**src/hw/wit_consts.vh**
```
// register offsets, field positions, reset values and timing constants of the watch timer
`ifndef WIT_CONSTS_VH
`define WIT_CONSTS_VH
`define WIT_ADDR_CLOCK_SELECT  16'hFF42
`define WIT_ADDR_MODE          16'hFF4A
`define WIT_ADDR_IRQ_STATUS    16'hFF4B
`define WIT_ADDR_IRQ_MASK      16'hFF4C
`define WIT_RESET_BYTE         8'h00
`define WIT_BIT_SOURCE_SEL     4
`define WIT_BIT_FLAG_SEL_LOW   0
`define WIT_BIT_PRESCALER_RUN  1
`define WIT_BIT_COUNTER_RUN    2
`define WIT_BIT_FLAG_SEL_HIGH  3
`define WIT_FIELD_INTERVAL_LSB 4
`define WIT_MAIN_DIV_LOG2      8
`define WIT_PRESCALER_WIDTH    9
`define WIT_COUNTER_WIDTH      5
`define WIT_IRQ_WATCH          0
`define WIT_IRQ_INTERVAL       1
`endif

```
**src/hw/wit_watch_timer.v**
```verilog
// watch timer with shared prescaler, 5-bit watch counter and interval timer
//
// Local design decision: the strobed register port.
`timescale 1ns/10ps
`include "wit_consts.vh"
module wit_watch_timer #(
  parameter ADDR_WIDTH = 16
) (
  // clock and reset
  input  wire                  clk,
  input  wire                  reset_n,
  // subsystem clock pin, sampled
  input  wire                  sub_clock_pin,
  // register port
  input  wire [ADDR_WIDTH-1:0] reg_addr,
  input  wire [7:0]            reg_wdata,
  input  wire [7:0]            reg_wmask,
  input  wire                  reg_write,
  input  wire                  reg_read,
  output reg  [7:0]            reg_rdata,
  // events
  output reg                   watch_period_flag,
  output reg                   interval_irq,
  output reg                   standby_release,
  output reg                   irq
);

  // register bank
  reg [7:0]                      clock_select_reg;
  reg [7:0]                      watch_mode_reg;
  reg [1:0]                      irq_status;
  reg [1:0]                      irq_mask;
  // synchroniser for the subsystem clock pin
  reg                            sub_sync1;
  reg                            sub_sync2;
  reg                            sub_prev;
  // counters
  reg [`WIT_MAIN_DIV_LOG2-1:0]   main_div;
  reg [`WIT_PRESCALER_WIDTH-1:0] prescaler;
  reg [`WIT_COUNTER_WIDTH-1:0]   watch_counter;
  // next values
  reg [7:0]                      next_clock_select;
  reg [7:0]                      next_watch_mode;
  reg [1:0]                      next_irq_mask;
  reg [1:0]                      next_irq_status;
  reg [`WIT_MAIN_DIV_LOG2-1:0]   next_main_div;
  reg [`WIT_PRESCALER_WIDTH-1:0] next_prescaler;
  reg [`WIT_COUNTER_WIDTH-1:0]   next_watch_counter;
  reg [7:0]                      next_rdata;
  reg                            next_irq;
  // event decode
  reg                            interval_end;
  reg                            watch_set;
  reg [1:0]                      status_event;
  reg [1:0]                      status_clear;

  // address decode
  wire hit_clock_select   = reg_addr == `WIT_ADDR_CLOCK_SELECT;
  wire hit_mode           = reg_addr == `WIT_ADDR_MODE;
  wire hit_status         = reg_addr == `WIT_ADDR_IRQ_STATUS;
  wire hit_mask           = reg_addr == `WIT_ADDR_IRQ_MASK;
  wire write_clock_select = reg_write && hit_clock_select;
  wire write_mode         = reg_write && hit_mode;
  wire write_status       = reg_write && hit_status;
  wire write_mask         = reg_write && hit_mask;

  // control fields
  wire       watch_clock_source_sel = clock_select_reg[`WIT_BIT_SOURCE_SEL];
  wire       prescaler_run          = watch_mode_reg[`WIT_BIT_PRESCALER_RUN];
  wire       watch_counter_run      = watch_mode_reg[`WIT_BIT_COUNTER_RUN];
  wire       flag_period_sel_low    = watch_mode_reg[`WIT_BIT_FLAG_SEL_LOW];
  wire       flag_period_sel_high   = watch_mode_reg[`WIT_BIT_FLAG_SEL_HIGH];
  wire [1:0] flag_period_sel        = {flag_period_sel_high, flag_period_sel_low};
  wire [2:0] interval_sel           = watch_mode_reg[`WIT_FIELD_INTERVAL_LSB +: 3];

  // one watch clock tick: main over 2^8, or a rising subsystem edge
  wire                           main_tick      = &main_div;
  wire                           sub_tick       = sub_sync2 & ~sub_prev;
  wire                           watch_tick     = watch_clock_source_sel ? sub_tick : main_tick;
  wire                           prescaler_step = prescaler_run && watch_tick;
  wire                           prescaler_wrap = prescaler_step && (&prescaler);
  wire [`WIT_PRESCALER_WIDTH-1:0] prescaler_inc  = prescaler + 1'b1;
  wire [`WIT_PRESCALER_WIDTH-1:0] prescaler_fall = prescaler & ~prescaler_inc;

  // watch flag candidates: full counter 2^14, low four counter bits 2^13
  wire flag_at_long  = prescaler_wrap && watch_counter_run && (&watch_counter);
  wire flag_at_half  = prescaler_wrap && watch_counter_run && (&watch_counter[3:0]);
  wire flag_at_32    = prescaler_step && (&prescaler[4:0]);
  wire flag_at_16    = prescaler_step && (&prescaler[3:0]);

  // status and mask as seen on the bus
  wire [7:0] status_view = {6'h00, irq_status};
  wire [7:0] mask_view   = {6'h00, irq_mask};

  // two flops before anything reads the pin
  always @(posedge clk) begin
    if (!reset_n) begin
      sub_sync1 <= 1'b0;
      sub_sync2 <= 1'b0;
    end else begin
      sub_sync1 <= sub_clock_pin;
      sub_sync2 <= sub_sync1;
    end
  end

  // previous synchronised level for the rising edge detector
  always @(posedge clk) begin
    if (!reset_n) begin
      sub_prev <= 1'b0;
    end else begin
      sub_prev <= sub_sync2;
    end
  end

  // free-running main clock divider
  always @* begin
    next_main_div = main_div + 1'b1;
  end

  always @(posedge clk) begin
    if (!reset_n) begin
      main_div <= {`WIT_MAIN_DIV_LOG2{1'b0}};
    end else begin
      main_div <= next_main_div;
    end
  end

  // shared prescaler; the counter run bit does not touch it
  always @* begin
    next_prescaler = prescaler;
    if (!prescaler_run) begin
      next_prescaler = {`WIT_PRESCALER_WIDTH{1'b0}};
    end else if (watch_tick) begin
      next_prescaler = prescaler_inc;
    end
  end

  always @(posedge clk) begin
    if (!reset_n) begin
      prescaler <= {`WIT_PRESCALER_WIDTH{1'b0}};
    end else begin
      prescaler <= next_prescaler;
    end
  end

  // interval end: prescaler bit (3+sel) falls; prohibited codes never fire
  always @* begin
    interval_end = 1'b0;
    if (prescaler_step) begin
      case (interval_sel)
        3'h0:    interval_end = prescaler_fall[3];
        3'h1:    interval_end = prescaler_fall[4];
        3'h2:    interval_end = prescaler_fall[5];
        3'h3:    interval_end = prescaler_fall[6];
        3'h4:    interval_end = prescaler_fall[7];
        3'h5:    interval_end = prescaler_fall[8];
        default: interval_end = 1'b0;
      endcase
    end
  end

  // watch counter steps at every prescaler wrap, 2^9 watch clocks
  always @* begin
    next_watch_counter = watch_counter;
    if (!watch_counter_run || !prescaler_run) begin
      next_watch_counter = {`WIT_COUNTER_WIDTH{1'b0}};
    end else if (prescaler_wrap) begin
      next_watch_counter = watch_counter + 1'b1;
    end
  end

  always @(posedge clk) begin
    if (!reset_n) begin
      watch_counter <= {`WIT_COUNTER_WIDTH{1'b0}};
    end else begin
      watch_counter <= next_watch_counter;
    end
  end

  // watch flag period select
  always @* begin
    case (flag_period_sel)
      2'b00: begin
        watch_set = flag_at_long;
      end
      2'b01: begin
        watch_set = flag_at_half;
      end
      2'b10: begin
        watch_set = flag_at_32;
      end
      default: begin
        watch_set = flag_at_16;
      end
    endcase
  end

  // clock select is written whole; software stops the timers before a change
  always @* begin
    next_clock_select = clock_select_reg;
    if (write_clock_select) begin
      next_clock_select = reg_wdata;
    end
  end

  // mode register: mask all ones for a byte write, one bit for a bit write
  always @* begin
    next_watch_mode = watch_mode_reg;
    if (write_mode) begin
      next_watch_mode = (watch_mode_reg & ~reg_wmask) | (reg_wdata & reg_wmask);
    end
  end

  always @* begin
    next_irq_mask = irq_mask;
    if (write_mask) begin
      next_irq_mask = reg_wdata[1:0];
    end
  end

  always @(posedge clk) begin
    if (!reset_n) begin
      clock_select_reg <= `WIT_RESET_BYTE;
    end else begin
      clock_select_reg <= next_clock_select;
    end
  end

  always @(posedge clk) begin
    if (!reset_n) begin
      watch_mode_reg <= `WIT_RESET_BYTE;
    end else begin
      watch_mode_reg <= next_watch_mode;
    end
  end

  always @(posedge clk) begin
    if (!reset_n) begin
      irq_mask <= 2'h0;
    end else begin
      irq_mask <= next_irq_mask;
    end
  end

  // sticky status: an event in the same cycle as a clear wins
  always @* begin
    status_event                    = 2'h0;
    status_event[`WIT_IRQ_WATCH]    = watch_set;
    status_event[`WIT_IRQ_INTERVAL] = interval_end;
  end

  always @* begin
    status_clear = 2'h0;
    if (write_status) begin
      status_clear = reg_wdata[1:0];
    end
  end

  always @* begin
    next_irq_status = status_event | (irq_status & ~status_clear);
  end

  always @* begin
    next_irq = |(next_irq_status & irq_mask);
  end

  always @(posedge clk) begin
    if (!reset_n) begin
      irq_status <= 2'h0;
    end else begin
      irq_status <= next_irq_status;
    end
  end

  always @(posedge clk) begin
    if (!reset_n) begin
      irq <= 1'b0;
    end else begin
      irq <= next_irq;
    end
  end

  // read data stand for one cycle after the strobe, zero otherwise
  always @* begin
    next_rdata = 8'h00;
    if (reg_read) begin
      case (reg_addr)
        `WIT_ADDR_CLOCK_SELECT: begin
          next_rdata = clock_select_reg;
        end
        `WIT_ADDR_MODE: begin
          next_rdata = watch_mode_reg;
        end
        `WIT_ADDR_IRQ_STATUS: begin
          next_rdata = status_view;
        end
        `WIT_ADDR_IRQ_MASK: begin
          next_rdata = mask_view;
        end
        default: next_rdata = 8'h00;
      endcase
    end
  end

  always @(posedge clk) begin
    if (!reset_n) begin
      reg_rdata <= 8'h00;
    end else begin
      reg_rdata <= next_rdata;
    end
  end

  // event outputs are one-cycle pulses from flip-flops
  always @(posedge clk) begin
    if (!reset_n) begin
      watch_period_flag <= 1'b0;
    end else begin
      watch_period_flag <= watch_set;
    end
  end

  always @(posedge clk) begin
    if (!reset_n) begin
      interval_irq <= 1'b0;
    end else begin
      interval_irq <= interval_end;
    end
  end

  always @(posedge clk) begin
    if (!reset_n) begin
      standby_release <= 1'b0;
    end else begin
      standby_release <= watch_set;
    end
  end

endmodule // wit_watch_timer

```
**config.mk**
```make
export PLATFORM = sky130hd
export DESIGN_NAME = wit_watch_timer
export DESIGN_NICKNAME = d
export VERILOG_FILES = /design/src/hw/wit_watch_timer.v
export VERILOG_INCLUDE_DIRS = /design/src /design/src/hw
export SDC_FILE = /design/constraint.sdc
export NUM_CORES = 1
export LEC_CHECK = 0
export BUFFER_PORTS_ARGS = -buffer_cell sky130_fd_sc_hd__buf_4
export CORE_ASPECT_RATIO = 1.75
export CORE_UTILIZATION = 30
export DETAILED_ROUTE_END_ITERATION = 10
export PLACE_DENSITY = 0.45
export SLEW_MARGIN = 20
export SYNTH_ARGS = -nofsm -noshare
export SYNTH_HDL_FRONTEND = slang
export SYNTH_SLANG_ARGS = --single-unit
export TNS_END_PERCENT = 100
```
**constraint.sdc**
```tcl
create_clock -name clk -period 2.38 [get_ports clk]
set_input_delay 0.238 -clock clk [delete_from_list [all_inputs] [get_ports clk]]
set_output_delay 0.238 -clock clk [all_outputs]
set_load 0.01 [all_outputs]
```
* Yosys cells after proc, flatten, opt, wreduce, memory -nomap -nowiden *
Index checks and enable logic that the tools add are counted.
Widths: inputs -> output; s select.

operators by class
  $add $sub $neg = 3
  equal/unequal tests = 11
  mux-type cells = 6
  bitwise logic cells = 13
  reductions and logical operators = 26

operator list
  operator              number
  $eq 16x16->1 const B  4
  $pmux 8 s4            1
  $and 8x8->8           2
  $logic_and 1x1->1     11
  $reduce_and 5->1      2
  $add 9x1->9 const B   1
  $and 9x9->9           1
  $not 9->9             1
  $reduce_and 9->1      1
  $add 8x1->8 const B   1
  $not 8->8             1
  $or 8x8->8            1
  $reduce_and 4->1      2
  $reduce_and 8->1      1
  $eq 3x2->1 const B    2
  $eq 3x3->1 const B    2
  $pmux 1 s6            1
  $add 5x1->5 const B   1
  $and 2x2->2           2
  $reduce_and 2->1      2
  $reduce_or 2->1       2
  $eq 3x1->1 const B    1
  $logic_not 3->1       1
  $pmux 1 s3            1
  other kinds (11)      14

storage, ports and cells
  flip-flop bits (word level) = 56
  output and inout port bits = 12

* Depth between registers and ports, before layout *
  depth after elaboration = 11
  mapped depth = 9

* Least setup slack after synthesis *
OpenSTA, ideal clock, no wires.

  path type = in2reg
  start point = in reg_addr[5]
  end point = reg irq
  arrival = 1.786 ns
  required time = 2.263 ns
  slack = 0.477 ns
  stages on the path = 5
  path through = or4b_4 -> or4_4 -> o211ai_1 -> o21ai_1 -> a22o_1

between the ends
  word-level cells in the longest chain between the ends = 8

RTL lines
  what                    line                   RTL
  start: declaration      wit_watch_timer.v:15   input wire [ADDR_WIDTH-1:0] reg_addr,
  $eq 16x16->1            n/a
  $logic_and 1x1->1       wit_watch_timer.v:64   wire write_status = reg_write && hit_status;
  $mux 2                  wit_watch_timer.v:254  if (write_status) begin
  $not 2->2               wit_watch_timer.v:260  next_irq_status = status_event | (irq_status & ~status_clear);
  $and 2x2->2             wit_watch_timer.v:260
  $or 2x2->2              wit_watch_timer.v:260
  $and 2x2->2             wit_watch_timer.v:264  next_irq = |(next_irq_status & irq_mask);
  $reduce_or 2->1         wit_watch_timer.v:264
  end signal: assignment  wit_watch_timer.v:279  irq <= next_irq;
  end: declaration        wit_watch_timer.v:25   output reg irq

Every way passes these cells.
A chain may end at the register's enable or synchronous reset.

* Final worst setup path *
  start point = reg main_div[0]
  end point = reg watch_counter[1]

between the ends
  word-level cells in the longest chain between the ends = 4

RTL lines
  what                      line                   RTL
  start: declaration        wit_watch_timer.v:38   reg [`WIT_MAIN_DIV_LOG2-1:0] main_div;
  start signal: assignment  wit_watch_timer.v:122  main_div <= {`WIT_MAIN_DIV_LOG2{1'b0}};
  start signal: assignment  wit_watch_timer.v:124  main_div <= next_main_div;
  $reduce_and 8->1          wit_watch_timer.v:77   wire main_tick = &main_div;
  $mux 1                    wit_watch_timer.v:79   wire watch_tick = watch_clock_source_sel ? sub_tick : main_tick;
  $logic_and 1x1->1         wit_watch_timer.v:80   wire prescaler_step = prescaler_run && watch_tick;
  $logic_and 1x1->1         wit_watch_timer.v:81   wire prescaler_wrap = prescaler_step && (&prescaler);
  end signal: assignment    wit_watch_timer.v:174  watch_counter <= {`WIT_COUNTER_WIDTH{1'b0}};
  end signal: assignment    wit_watch_timer.v:176  watch_counter <= next_watch_counter;
  end: declaration          wit_watch_timer.v:40   reg [`WIT_COUNTER_WIDTH-1:0] watch_counter;

Every way passes these cells.

==> summary.txt <==
Placement
  • Placed Area: 0.00301 mm^2
  • Detailed placement HPWL: 4720 um
  • Number of port buffers: 48
  • Routability cong.: 0.757
  • Worst slack, placed: 0.277 ns

Drt
  • Initial drt markers: 109
  • Routed vias: 2044
  • WL final: 6220 um
  • Wire per inst: 15.4 um
  • Post-route ant nets: 0
  • DRT Pass-1 Iters: 6
  • Residual DRC: 0
  • Vias/cell: 5.06

Synth
  • Async SR Flop Fraction: 0
  • Cell Area, Synth: 0.00255 mm^2
  • Mux cell area share after synthesis: 0.0906
  • Synth top area share: 0.439
  • Compound-Gate Fraction of Synth Area: 0.0853
  • Post-Syn Nets: 309
  • Synth Instances: 262
  • Seq/Total Area, Yosys: 0.439
  • Top_reg_cell synth: dfxtp_1
  • XOR/XNOR Fraction of Synth Area: 0.0343
  • Adder-cell share of the synthesized area: 0.0490
  • Distinct cells, synth: 45
  • Synth area leaders: dfxtp_1 (44%), mux2i_1 (8.6%), ha_1 (4.9%), nor2_1 (4.0%), nand2_1 (3.7%)
  • Number of synthesized flops with an enable pin: 0
  • Register bit total from synthesis: 56
  • Simple-gate share of the synthesized area: 0.271
  • Syn Area/Cell: 9.75 um^2
  • Syn. warnings: 0
  • Dominant cell type by area after synthesis: dfxtp_1
  • Main combinational cell family by area after synthesis: simple AND/OR/NAND/NOR gates

Global route
  • Largest net degree at the start of global routing: 36
  • Met1 Use GR: 0.150
  • Grt ovf: 0
  • Gr usage total: 0.151
  • Busiest metal layer after global routing: met2
  • Met3 Track Usage GR: 0.0291
  • Antenna violations before repair: 0
  • Met2 usage: 0.294
  • First-pass GRT wire length: 10000 um
  • Vias in the first global route: 2086

Clock tree
  • CTS tree: done
  • Post-CTS Setup Bufs: 0
  • Clk sink count: 56
  • Hold buffer count at cts: 0
  • Worst-case clock buffer depth: 2
  • TritonCTS buffer count: 5
  • Clock H-tree levels: 2
  • Resized cells post-CTS: 0
  • Clk root buf: clkbuf_16
  • Later-pin clock latency in the skew report: 0.30 ns
  • CTS clk-pin slew, worst paths: 0.07 ns

Timing
  • Fin crit share: 0.847
  • Hold Fails Final Rpt: 0
  • Worst slew margin: 0.689
  • Max-slew violations: 0
  • Min Tclk post-route: 2.02 ns
  • Max Fclk: 496 MHz
  • Clock Skew: 0.00502 ns
  • Setup ws final: 0.365 ns
  • Slew @ Worst Pin: 0.465 ns
  • Unrepaired setup endpoints after global routing: no
  • # setup viols final: 0
  • Setup TNS Final: 0 ns

Final layout
  • Layout area overhead: 23.6%
  • Fin util: 0.382
  • Fin nets: 358
  • Design Area, Final: 0.00316 mm^2
  • Share of layout cells above drive strength 1: 0.221
  • ANT cells: 0

Floorplan
  • I/O pin count: 49
  • Area of the die: 0.00890 mm^2
  • Die Width: 71.7 um
  • Effective utilization at floorplan: 0.309
  • # rows: 44
  • Core ar.: 0.00826 mm^2
  • Die height: 124 um

Setup path
  • Top delay family on crit path: simple AND/OR/NAND/NOR gates
  • Crit Path Max Fanout: 13
  • CP Class: flip-flop to flip-flop
  • Crit path cell chain: ha_1 > nand4_1 > o41ai_2 > buf_12 > and3_1 > mux2i_1 > nor2_1
  • Crit-path max cell delay: 0.41 ns
  • Critical Path RT: 2.56 ns
  • Crit path DAT: 2.20 ns
  • Slowest-stage cell, CP: o41ai_2
  • CP Capture Type: flip-flop
  • CP startpoint kind: flip-flop
  • Crit path buffers/inverters: 1

Run
  • Max_cap viols: 0

Power and ir drop
  • Peak supply drop: 0.348 mV
  • Power density cells: 564 mW/mm^2
  • Leak pwr: 1.27 nW

Status
  • Status: finished clean

Worst hold path
  • Hold Path Class: primary input to flip-flop
Yosys cell counts, types with 2 or more instances:
| cell | n |
|---|---|
| ha_1 | 10 |
| nand2_1 | 25 |
| a221oi_1 | 2 |
| nand3b_1 | 3 |
| xnor2_1 | 6 |
| and3b_1 | 2 |
| a22oi_1 | 7 |
| clkbuf_1 | 4 |
| inv_1 | 3 |
| buf_4 | 3 |
| dfxtp_1 | 56 |
| nor2_1 | 27 |
| nor2b_1 | 10 |
| and3_1 | 10 |
| mux2i_1 | 22 |
| a21boi_0 | 9 |
| nor4_4 | 2 |
| xor2_1 | 4 |
| and2_1 | 11 |
| o211ai_1 | 2 |
| nand4_1 | 15 |
| nand3_1 | 6 |
path summary, 6_finish.rpt:
check | start | end | slack (ns) | cells after the start
hold reg to reg | sub_sync1 | sub_sync2 | 0.44 | 1
setup / recovery | main_div[0] | watch_counter[1] | 0.36 | 7
hold / removal | sub_clock_pin | sub_sync1 | 0.15 | 2
setup reg to reg | main_div[0] | watch_counter[1] | 0.36 | 7
power breakdown:
| group | internal [mW] | total (mW) | switching (mW) | leakage [nW] |
|---|---|---|---|---|
| logic | 0.0535 | 0.0932 | 0.0397 | 0.746 |
| registers | 0.942 | 0.947 | 0.00419 | 0.452 |
| clock network | 0.393 | 0.740 | 0.346 | 0.0671 |
cell type report:
| class | instances | area [um^2] |
|---|---|---|
| fill | 882 | 5100 |
| multi-input combinational | 193 | 1360 |
| sequential | 56 | 1120 |
| timing repair buffer | 52 | 403 |
| clock buffer | 6 | 129 |
| tap | 92 | 115 |
| clock inverter | 2 | 16.3 |
| inverter | 3 | 11.3 |
per-layer routing:
layer / wire, um / vias to the layer above
li1: - / 1027
met5: 0 / -
met1: 2410 / 960
met4: 153 / 0
met2: 3410 / 48
met3: 245 / 9
worst register-to-register path: stages (launching register included):
cell and delay (ns):
dfxtp_1 0.38, ha_1 0.24, nand4_1 0.13, o41ai_2 0.41, buf_12 0.20, and3_1 0.27, mux2i_1 0.20, nor2_1 0.05
stage by stage:
step	instances	hold slack (ns)	power (mW)
5_1_grt	404	0.140	1.85
2_1_floorplan	262	0.365	1.00
3_5_place_dp	396	0.429	1.06
4_1_cts	404	0.136	1.81
6_report	404	0.147	1.78
3_3_place_gp	396	0.414	1.06
cells by family after synthesis:
| family | Yosys count |
|---|---|
| DFF | 56 |
| and+or+nand+nor | 121 |
| muxes | 23 |
| adders and majority gates | 10 |
| xor gates and xnor gates | 10 |
| AOI/OAI and AO/OA | 29 |
| buffers and inverters | 13 |
layout by cell type (no fill, tap or decap), types with 7 or more instances in the layout:
| cell | count |
|---|---|
| nor2_1 | 27 |
| buf_4 | 51 |
| nand2_1 | 25 |
| mux2i_1 | 22 |
| and2_1 | 11 |
| nor2b_1 | 10 |
| a21boi_0 | 9 |
| ha_1 | 10 |
| and3_1 | 10 |
| dfxtp_1 | 56 |
| nand4_1 | 15 |
| a22oi_1 | 7 |
(Power assumes the default switching activity.)
